[config.mk]
export PLATFORM = sky130hd
export DESIGN_NAME = spipc_core
export DESIGN_NICKNAME = d
export VERILOG_FILES = /design/src/spipc_pkg.sv /design/src/spipc_core.sv
export VERILOG_INCLUDE_DIRS = /design/src
export SDC_FILE = /design/constraint.sdc
export NUM_CORES = 1
export LEC_CHECK = 0
export ABC_AREA = 1
export BUFFER_PORTS_ARGS = -buffer_cell sky130_fd_sc_hd__buf_2
export CORE_ASPECT_RATIO = 1.1
export CORE_MARGIN = 2
export CORE_UTILIZATION = 50
export CTS_CLUSTER_DIAMETER = 80
export DETAILED_ROUTE_END_ITERATION = 10
export GPL_TIMING_DRIVEN = 0
export PLACE_DENSITY = 0.76
export SLEW_MARGIN = 20
export SYNTH_ARGS = -nofsm -noshare
export SYNTH_HDL_FRONTEND = slang
export SYNTH_SLANG_ARGS = --single-unit
[constraint.sdc]
create_clock -name mclk -period 6.75 [get_ports mclk]
set_input_delay 0.3375 -clock mclk [delete_from_list [all_inputs] [get_ports mclk]]
set_output_delay 0.3375 -clock mclk [all_outputs]
set_load 0.01 [all_outputs]
[src/spipc_cfg.svh]
// spipc_cfg.svh: offsets, field positions, reset values and counts for
// the serial port control block.
// assumes word-aligned classic wishbone access with 8-bit registers.
`ifndef SPIPC_CFG_SVH
`define SPIPC_CFG_SVH

// ==========================================================
// register byte offsets
`define SPIPC_ADR_CONTROL 4'h0
`define SPIPC_ADR_STATUS 4'h4
`define SPIPC_ADR_DATA 4'h8
`define SPIPC_ADR_BREAK 4'hc

// ==========================================================
// serial_control fields
`define SPIPC_C_RXIE 7
`define SPIPC_C_MSTR 5
`define SPIPC_C_CLOCK_IDLE_POLARITY 4
`define SPIPC_C_CLOCK_PHASE_SELECT 3
`define SPIPC_C_ODRN 2
`define SPIPC_C_EN 1
`define SPIPC_C_TXIE 0
`define SPIPC_CTRL_RST 8'h28

// ==========================================================
// status_and_control fields
`define SPIPC_S_RXF 7
`define SPIPC_S_ERROR_IRQ_ENABLE 6
`define SPIPC_S_OVR 5
`define SPIPC_S_SELECT_CONFLICT_FLAG 4
`define SPIPC_S_TXE 3
`define SPIPC_S_CDE 2

// ==========================================================
// transfer counts
`define SPIPC_EDGES_PER_BYTE 5'h10
`define SPIPC_HALF_BD0 7'h01
`define SPIPC_HALF_BD1 7'h04
`define SPIPC_HALF_BD2 7'h10
`define SPIPC_HALF_BD3 7'h40

`endif

[src/spipc_pkg.sv]
// spipc_pkg.sv: state type of the serial port control block.
// assumes spipc_cfg.svh for all numeric constants.
package spipc_pkg;

  // ==========================================================
  // whole block state, registered in one process
  typedef struct packed {
    logic [7:0] ctrl;
    logic       break_clear_enable;
    logic       err_ie;
    logic       cde;
    logic [1:0] baud;
    logic       rx_full;
    logic       ovr;
    logic       select_conflict_flag;
    logic       tx_empty;
    logic [7:0] tx_buf;
    logic [7:0] tx_sh;
    logic [7:0] rx_sh;
    logic [7:0] rx_data;
    logic       busy;
    logic       xfer;
    logic [4:0] edge_cnt;
    logic [6:0] div_cnt;
    logic       sclk_lvl;
    logic       arm_rx;
    logic       arm_select_conflict_flag;
    logic [1:0] sy_sclk;
    logic [1:0] sy_mosi;
    logic [1:0] sy_miso;
    logic [1:0] sy_ss;
    logic       prev_sclk;
    logic       prev_ss;
    logic       ack;
    logic [7:0] dat;
    logic       sclk_o;
    logic       sclk_oe;
    logic       mosi_o;
    logic       mosi_oe;
    logic       miso_o;
    logic       miso_oe;
    logic       owned;
    logic       ss_used;
    logic       pullup_en;
    logic       rx_irq;
    logic       tx_irq;
    logic       wake;
  } spipc_state_t;

endpackage

[src/spipc_core.sv]
// spipc_core.sv: serial port control block with pins, low-power and
// break handling, reached over a classic wishbone slave.
// assumes the system drives wait, stop and break states on mclk and that
// the pin pads resolve output enables into the wires.
//
// Behaviour
// - module runs in wait; registers unreachable then
// - enabled requests wake cpu; overrun needs error enable
// - stop freezes module, keeps registers, resumes later
// - reset leaving stop aborts transfer, resets all
// - break clear enabled: clears during break stick
// - break protected: accesses clear no flag, second step later
// - protected break data write ignored entirely
// - miso driven only as selected slave
// - enabled module owns miso, mosi, clock directions
// - master drives clock, slave receives; eight cycles
// - deselected slave ignores clock edges
// - slave select always input in slave role
// - master select pin gpio unless detect enabled
// - receive enable gates receive-full requests
// - master select bit, reset to master
// - polarity sets idle clock level, reset clear
// - phase bit selects timing, reset to one
// - open-drain select disables pullups on pins
// - unit enable; clearing gives partial reset
// - transmit enable gates empty requests; set on load
// - transmit-empty cleared only by data write
// - master detect enabled: select low sets fault
`timescale 1ns/1ps
`include "spipc_cfg.svh"

module spipc_core
  import spipc_pkg::*;
(
  // clock and reset
  input  wire logic        mclk,
  input  wire logic        rst,
  // wishbone slave
  input  wire logic        wb_cyc_i,
  input  wire logic        wb_stb_i,
  input  wire logic        wb_we_i,
  input  wire logic [31:0] wb_adr_i,
  input  wire logic [3:0]  wb_sel_i,
  input  wire logic [31:0] wb_dat_i,
  output logic      [31:0] wb_dat_o,
  output logic             wb_ack_o,
  // system states
  input  wire logic        wait_mode,
  input  wire logic        stop_mode,
  input  wire logic        break_active,
  // serial pins
  input  wire logic        sclk_i,
  output logic             sclk_o,
  output logic             sclk_oe,
  input  wire logic        mosi_i,
  output logic             mosi_o,
  output logic             mosi_oe,
  input  wire logic        miso_i,
  output logic             miso_o,
  output logic             miso_oe,
  input  wire logic        ss_n_i,
  // port ownership and requests
  output logic             pins_owned,
  output logic             ss_pin_used,
  output logic             pullup_en,
  output logic             rx_err_irq,
  output logic             tx_irq,
  output logic             wake_req
);

  // ==========================================================
  // helpers
  function automatic logic [6:0] half_period(input logic [1:0] sel);
    logic [6:0] h;
    h = `SPIPC_HALF_BD0;
    if (sel == 2'h1) begin
      h = `SPIPC_HALF_BD1;
    end else if (sel == 2'h2) begin
      h = `SPIPC_HALF_BD2;
    end else if (sel == 2'h3) begin
      h = `SPIPC_HALF_BD3;
    end
    return h;
  endfunction

  spipc_state_t q;
  spipc_state_t d;

  // ==========================================================
  // next state
  always_comb begin
    logic       en;
    logic       mstr;
    logic       clock_phase_select;
    logic       guard;
    logic       acc;
    logic       wr;
    logic       rd;
    logic       edge_ev;
    logic       lead;
    logic       sample;
    logic       shift;
    logic       done;
    logic       abort;
    logic       in_bit;
    logic       s_ss;
    logic       s_sclk;
    logic       set_select_conflict_flag;
    logic       drive;
    logic [3:0] a;
    en       = 1'b0;
    mstr     = 1'b0;
    clock_phase_select     = 1'b0;
    guard    = 1'b0;
    acc      = 1'b0;
    wr       = 1'b0;
    rd       = 1'b0;
    edge_ev  = 1'b0;
    lead     = 1'b0;
    sample   = 1'b0;
    shift    = 1'b0;
    done     = 1'b0;
    abort    = 1'b0;
    in_bit   = 1'b0;
    s_ss     = 1'b0;
    s_sclk   = 1'b0;
    set_select_conflict_flag = 1'b0;
    drive    = 1'b0;
    a        = 4'h0;
    d = q;

    // pins pass two flip-flops before anything reads them
    d.sy_sclk = {q.sy_sclk[0], sclk_i};
    d.sy_mosi = {q.sy_mosi[0], mosi_i};
    d.sy_miso = {q.sy_miso[0], miso_i};
    d.sy_ss   = {q.sy_ss[0], ss_n_i};
    s_ss      = q.sy_ss[1];
    s_sclk    = q.sy_sclk[1];
    d.prev_sclk = s_sclk;
    d.prev_ss   = s_ss;

    en   = q.ctrl[`SPIPC_C_EN];
    mstr = q.ctrl[`SPIPC_C_MSTR];
    clock_phase_select = q.ctrl[`SPIPC_C_CLOCK_PHASE_SELECT];
    // protected break: no access may clear a flag
    guard = break_active && !q.break_clear_enable;

    // ==========================================================
    // wishbone access, one wait state then ack
    d.ack = 1'b0;
    d.dat = 8'h00;
    a = wb_adr_i[3:0];
    if (wb_cyc_i && wb_stb_i && !q.ack) begin
      d.ack = 1'b1;
      acc = !wait_mode;
      wr  = acc && wb_we_i && wb_sel_i[0];
      rd  = acc && !wb_we_i;
    end

    if (rd) begin
      if (a == `SPIPC_ADR_CONTROL) begin
        d.dat = q.ctrl;
      end else if (a == `SPIPC_ADR_STATUS) begin
        d.dat = {q.rx_full, q.err_ie, q.ovr, q.select_conflict_flag, q.tx_empty, q.cde,
                 q.baud};
        if (!guard) begin
          // first step of the two-step clears
          d.arm_rx   = q.rx_full || q.ovr;
          d.arm_select_conflict_flag = q.select_conflict_flag;
        end
      end else if (a == `SPIPC_ADR_DATA) begin
        d.dat = q.rx_data;
        if (!guard && q.arm_rx) begin
          d.rx_full = 1'b0;
          d.ovr     = 1'b0;
          d.arm_rx  = 1'b0;
        end
      end else if (a == `SPIPC_ADR_BREAK) begin
        d.dat = {7'h00, q.break_clear_enable};
      end
    end

    if (wr) begin
      if (a == `SPIPC_ADR_CONTROL) begin
        d.ctrl = wb_dat_i[7:0];
        if (!guard && q.arm_select_conflict_flag) begin
          d.select_conflict_flag     = 1'b0;
          d.arm_select_conflict_flag = 1'b0;
        end
      end else if (a == `SPIPC_ADR_STATUS) begin
        d.err_ie = wb_dat_i[`SPIPC_S_ERROR_IRQ_ENABLE];
        d.cde    = wb_dat_i[`SPIPC_S_CDE];
        d.baud   = wb_dat_i[1:0];
      end else if (a == `SPIPC_ADR_DATA) begin
        // a protected break leaves buffer and flag untouched
        if (!guard) begin
          d.tx_buf   = wb_dat_i[7:0];
          d.tx_empty = 1'b0;
        end
      end else if (a == `SPIPC_ADR_BREAK) begin
        d.break_clear_enable = wb_dat_i[0];
      end
    end

    // ==========================================================
    // shift engine, frozen in stop without touching registers
    if (en && !stop_mode) begin
      if (mstr) begin
        if (q.busy) begin
          if (q.div_cnt == half_period(q.baud) - 7'h01) begin
            d.div_cnt  = 7'h00;
            d.sclk_lvl = !q.sclk_lvl;
            edge_ev    = 1'b1;
          end else begin
            d.div_cnt = q.div_cnt + 7'h01;
          end
        end
        in_bit = q.sy_miso[1];
      end else begin
        // a deselected slave drops the byte and its edges
        if (s_ss) begin
          if (q.xfer && q.cde) begin
            set_select_conflict_flag = 1'b1;
          end
          d.xfer     = 1'b0;
          d.edge_cnt = 5'h00;
        end else begin
          if (!clock_phase_select && q.prev_ss) begin
            d.xfer = 1'b1;
          end
          edge_ev = s_sclk != q.prev_sclk;
        end
        in_bit = q.sy_mosi[1];
      end

      if (edge_ev) begin
        lead   = !q.edge_cnt[0];
        sample = clock_phase_select ? !lead : lead;
        shift  = clock_phase_select ? (lead && q.edge_cnt != 5'h00) : !lead;
        d.edge_cnt = q.edge_cnt + 5'h01;
        if (!mstr) begin
          d.xfer = 1'b1;
        end
        if (sample) begin
          d.rx_sh = {q.rx_sh[6:0], in_bit};
        end
        if (shift) begin
          d.tx_sh = {q.tx_sh[6:0], 1'b0};
        end
        // a byte is eight full clock cycles
        if (d.edge_cnt == `SPIPC_EDGES_PER_BYTE) begin
          done       = 1'b1;
          d.edge_cnt = 5'h00;
          d.busy     = 1'b0;
          d.xfer     = 1'b0;
        end
      end

      if (done) begin
        if (q.rx_full) begin
          d.ovr = 1'b1;
        end else begin
          d.rx_data = sample ? {q.rx_sh[6:0], in_bit} : q.rx_sh;
          d.rx_full = 1'b1;
        end
      end

      // load the shifter from the transmit buffer when idle
      // only a buffer written on an earlier edge is loaded, else the
      // old byte would go out and the new one would be lost
      if ((done || (!q.busy && !q.xfer && q.edge_cnt == 5'h00))
          && !q.tx_empty) begin
        d.tx_sh    = q.tx_buf;
        d.tx_empty = 1'b1;
        d.busy     = mstr;
        d.div_cnt  = 7'h00;
      end

      // another master pulling select low
      if (mstr && q.cde && !s_ss) begin
        set_select_conflict_flag = 1'b1;
        abort    = 1'b1;
        d.ctrl[`SPIPC_C_EN] = 1'b0;
      end
    end

    if (set_select_conflict_flag) begin
      d.select_conflict_flag     = 1'b1;
      d.arm_select_conflict_flag = 1'b0;
    end

    // ==========================================================
    // partial reset while disabled
    if (!d.ctrl[`SPIPC_C_EN] || abort) begin
      d.tx_empty = 1'b1;
      d.busy     = 1'b0;
      d.xfer     = 1'b0;
      d.edge_cnt = 5'h00;
      d.div_cnt  = 7'h00;
      d.tx_sh    = 8'h00;
      d.rx_sh    = 8'h00;
    end
    if (!d.busy) begin
      d.sclk_lvl = d.ctrl[`SPIPC_C_CLOCK_IDLE_POLARITY];
    end

    // ==========================================================
    // pin ownership and drive
    en   = d.ctrl[`SPIPC_C_EN];
    mstr = d.ctrl[`SPIPC_C_MSTR];
    d.owned   = en;
    d.ss_used = en && (!mstr || d.cde);
    d.pullup_en = !d.ctrl[`SPIPC_C_ODRN];
    d.sclk_o = d.sclk_lvl;
    d.mosi_o = d.tx_sh[7];
    d.miso_o = d.tx_sh[7];
    drive = en && mstr;
    d.sclk_oe = drive && (d.pullup_en || !d.sclk_lvl);
    d.mosi_oe = drive && (d.pullup_en || !d.tx_sh[7]);
    drive = en && !mstr && !s_ss;
    d.miso_oe = drive && (d.pullup_en || !d.tx_sh[7]);
    if (!d.pullup_en) begin
      d.sclk_o = 1'b0;
      d.mosi_o = 1'b0;
      d.miso_o = 1'b0;
    end

    // ==========================================================
    // interrupt requests and wake
    d.rx_irq = (d.rx_full && d.ctrl[`SPIPC_C_RXIE])
               || (d.err_ie && (d.ovr || d.select_conflict_flag));
    d.tx_irq = d.tx_empty && d.ctrl[`SPIPC_C_TXIE] && en;
    d.wake   = wait_mode && (d.rx_irq || d.tx_irq);
  end

  // ==========================================================
  // state register; a reset out of stop returns everything to its reset value
  always_ff @(posedge mclk or posedge rst) begin
    if (rst) begin
      q <= '0;
      q.ctrl     <= `SPIPC_CTRL_RST;
      q.tx_empty <= 1'b1;
      q.pullup_en <= 1'b1;
      q.sy_sclk  <= 2'h0;
      q.sy_ss    <= 2'h3;
      q.prev_ss  <= 1'b1;
    end else begin
      q <= d;
    end
  end

  // ==========================================================
  // outputs straight from the state register
  assign wb_dat_o    = {24'h000000, q.dat};
  assign wb_ack_o    = q.ack;
  assign sclk_o      = q.sclk_o;
  assign sclk_oe     = q.sclk_oe;
  assign mosi_o      = q.mosi_o;
  assign mosi_oe     = q.mosi_oe;
  assign miso_o      = q.miso_o;
  assign miso_oe     = q.miso_oe;
  assign pins_owned  = q.owned;
  assign ss_pin_used = q.ss_used;
  assign pullup_en   = q.pullup_en;
  assign rx_err_irq  = q.rx_irq;
  assign tx_irq      = q.tx_irq;
  assign wake_req    = q.wake;

endmodule

==> run metrics <==
EDFF count, synth 0; Seq/Total Area, Yosys 0.4928; Antenna Cells 0; Combinational Power Share 0.247; CTS max path bufs 2; Max Clock Freq 0.4001 GHz; number of CTS-inserted buffers 9; WP data arrival between 2 and 3 ns; Final Setup Violations 0; Setup Crit Path Kind register to register; total power draw 0.001512 W; fin. max-slew vios 0; total vias in the final route approximately 3.8k; Avg Vias per Cell approximately 5; IO Pins ~130; number of hold violations in the final report 0; Sequential Area 2386 sq um; Post-Syn Area per Cell roughly 8.6 sq um; global-route usage over all layers 0.2122; hpwl dp 7929 um; initial drt markers 250; Sw Pwr roughly 0.00049 W; DRC viols 0; part of the cycle the worst path needs 0.3703; area leader, netlist dfrtp_1; largest net degree at the start of global routing 50; Required @ worst endpoint between 6 and 7 ns; Seq pwr share 0.460; Starting Density 0.5152; Die W 97.83 um; RSZ-0062 raised after global routing false; area growth from synthesis to layout 15.17%; Rel. slew slack 0.5117; Synth cell types between 40 and 50; placed insts 752; vias in the first global route roughly 3.7k; synth top area cells dfrtp_1 (45%), nand2_1 (8.8%), inv_1 (6.0%), buf_4 (5.4%), o21ai_0 (4.9%); Multi-input gate area 1909 sq um; DP Area about 5300 sq um; core area about 9400 sq um; Filler Cell Count roughly 850; clock sinks 95; clk slew on worst S/H paths 0.10 ns; final setup TNS 0 ns; Port Buffers 45; Detail Route Antenna Nets 0; Slew @ Worst Pin a little over 0.7 ns; commonest register cell after synthesis dfrtp_1; initial antenna violation count 0; fin cells about 770; Final min period between 2 and 2.5 ns; status finished clean; Warnings, synthesis 0; Syn Inst Count roughly 570; worst min-delay path category primary input to register; Commonest cells post-synth nand2_1 (113), dfrtp_1 (88), inv_1 (77); most common cell in the netlist nand2_1; CP endpoint kind register; GRT overflow 0; Worst-Skew Late Latency about 0.38 ns; final setup margin between 4 and 5 ns; Static Leakage 2.972 nW; post-synthesis cell area 4842 sq um; Pint 0.001019 W; post-cts sizing count 0; final wirelength approximately 10000 um; Synth Register Bits 95; Die ar. 10490 sq um; TritonCTS clock tree built; Die H about 110 um; Critical Path Fanout Max 10; Power Dens Cells between 200 and 300 nW/um^2; first-pass GRT wire length 17680 um; Worst Skew 0.01774 ns; switching share of power 0.3265; clock share of power 0.292; root buf cell clkbuf_8; FFs w/ async S/R, synth 1.000; site row count 37; placer congestion estimate approximately 0.9; post-route cell area roughly 5600 sq um; WL/cell around 14 um; layout cells sized above 1 0.2366; maximum vdd ir drop 149.0 uV; number of max-cap violations 0; area share of the largest cell type after synthesis 0.4548; Setup WS pre-CTS 4.318 ns; TritonRoute pass-1 iters 5; nature of the critical path startpoint register; htree depth 3; nets ~730
[stage by stage]
step,util,hold WS [ns]
final,0.5934,0.06009
after global routing,0.5934,0.04812
after CTS,0.5934,0.04612
after detailed placement,0.5674,0.3381
after global placement,0.5640,0.3319
after floorplan,-,0.3312
[cell type report]
type                    instances  area share
clock buffers                   9     0.02221
multi-input cells             365      0.3424
repair buffers                 47     0.04712
inverters                      86     0.05923
clock inverters                 6     0.01974
well taps                     117     0.02625
flip-flops and latches         95      0.4279
plain buffers                  43     0.05519
[cell families (layout without fill, tap and decap cells)]
kind of cell,count (synthesis),in the layout,share of synthesized area
AOI/OAI and AO/OA,106,106,0.1271
xor gates and xnor gates,9,9,0.01628
adders and majority gates,4,4,0.01034
buffers and inverters,129,191,0.1307
DFF,95,95,0.4928
muxes,3,3,0.006718
other,1,24,0.0007745
and+or+nand+nor,219,219,0.2152
[power groups by stage]
stage	sequential (W)	clock (W)	combinational (W)
4_1_cts	0.000696	0.000450	0.000375
5_1_grt	0.000708	0.000473	0.000428
3_5_place_dp	0.000706	0	0.000372
3_3_place_gp	0.000702	0	0.000359
2_1_floorplan	0.000694	0	0.000282
6_report	0.000696	0.000442	0.000374
[layout by cell type, fill, tap and decap left out, drive strengths merged, types with 2 or more instances in the layout]
cell type,n
nand2,127
dfrtp,88
buf,88
inv,85
o21ai,59
nor2,44
nand3,33
conb,24
a21oi,21
clkbuf,10
xor2,8
o211ai,7
dfstp,7
nand4,6
o22ai,6
a31oi,5
ha,4
nor3,4
bufinv,3
o31ai,2
mux2,2
a22o,2
o221ai,2
nand3b,2
clkinvlp,2
clkinv,2
[what timing repair did]
action,in CTS,in global routing
setup buffers,0,0
hold buffers,1,0
hold endpoints to repair,9,0
[sequential cells by signal (all words and copies together), names as in the netlist]
signal,count
d,6
miso_o,1
miso_oe,1
mosi_oe,1
pullup_en,1
q,70
rx_err_irq,1
sclk_o,1
sclk_oe,1
ss_pin_used,1
tx_irq,1
wake_req,1
wb_ack_o,1
wb_dat_o,8
[final timing paths]
| check | start | end | slack [ns] | cells past startpoint |
|---|---|---|---|---|
| worst min-delay path | ss_n_i | d[24] | 0.06 | 1 |
| worst max register to register | q[85] | q[45] | 4.25 | 12 |
| worst max-delay path | q[85] | q[45] | 4.25 | 12 |
| min in group asynchronous | rst | wb_dat_o[1] | 0.53 | 3 |
| worst min register to register | d[30] | d[22] | 0.35 | 0 |
| max in group asynchronous | rst | q[92] | 5.58 | 4 |
[routing by layer]
layer	part of all wire	wire [um]	global-route usage
met1	0.45	4687	0.2766
met2	0.49	5069	0.3513
met3	0.041	432	0.03585
met4	0.023	242	0.09028
met5	0	0	0
[critical path, cell delays in order (launching register included)]
cell     delay (ns)
dfrtp_1        0.48
nor2_2         0.17
inv_2          0.05
ha_1           0.30
nand2_1        0.09
nand3_1        0.09
a21oi_2        0.14
nand3_2        0.15
nand2_4        0.13
buf_4          0.19
nor2_1         0.05
a21oi_1        0.36
o21ai_0        0.15
Note: power is estimated with default switching activity, not from simulation.
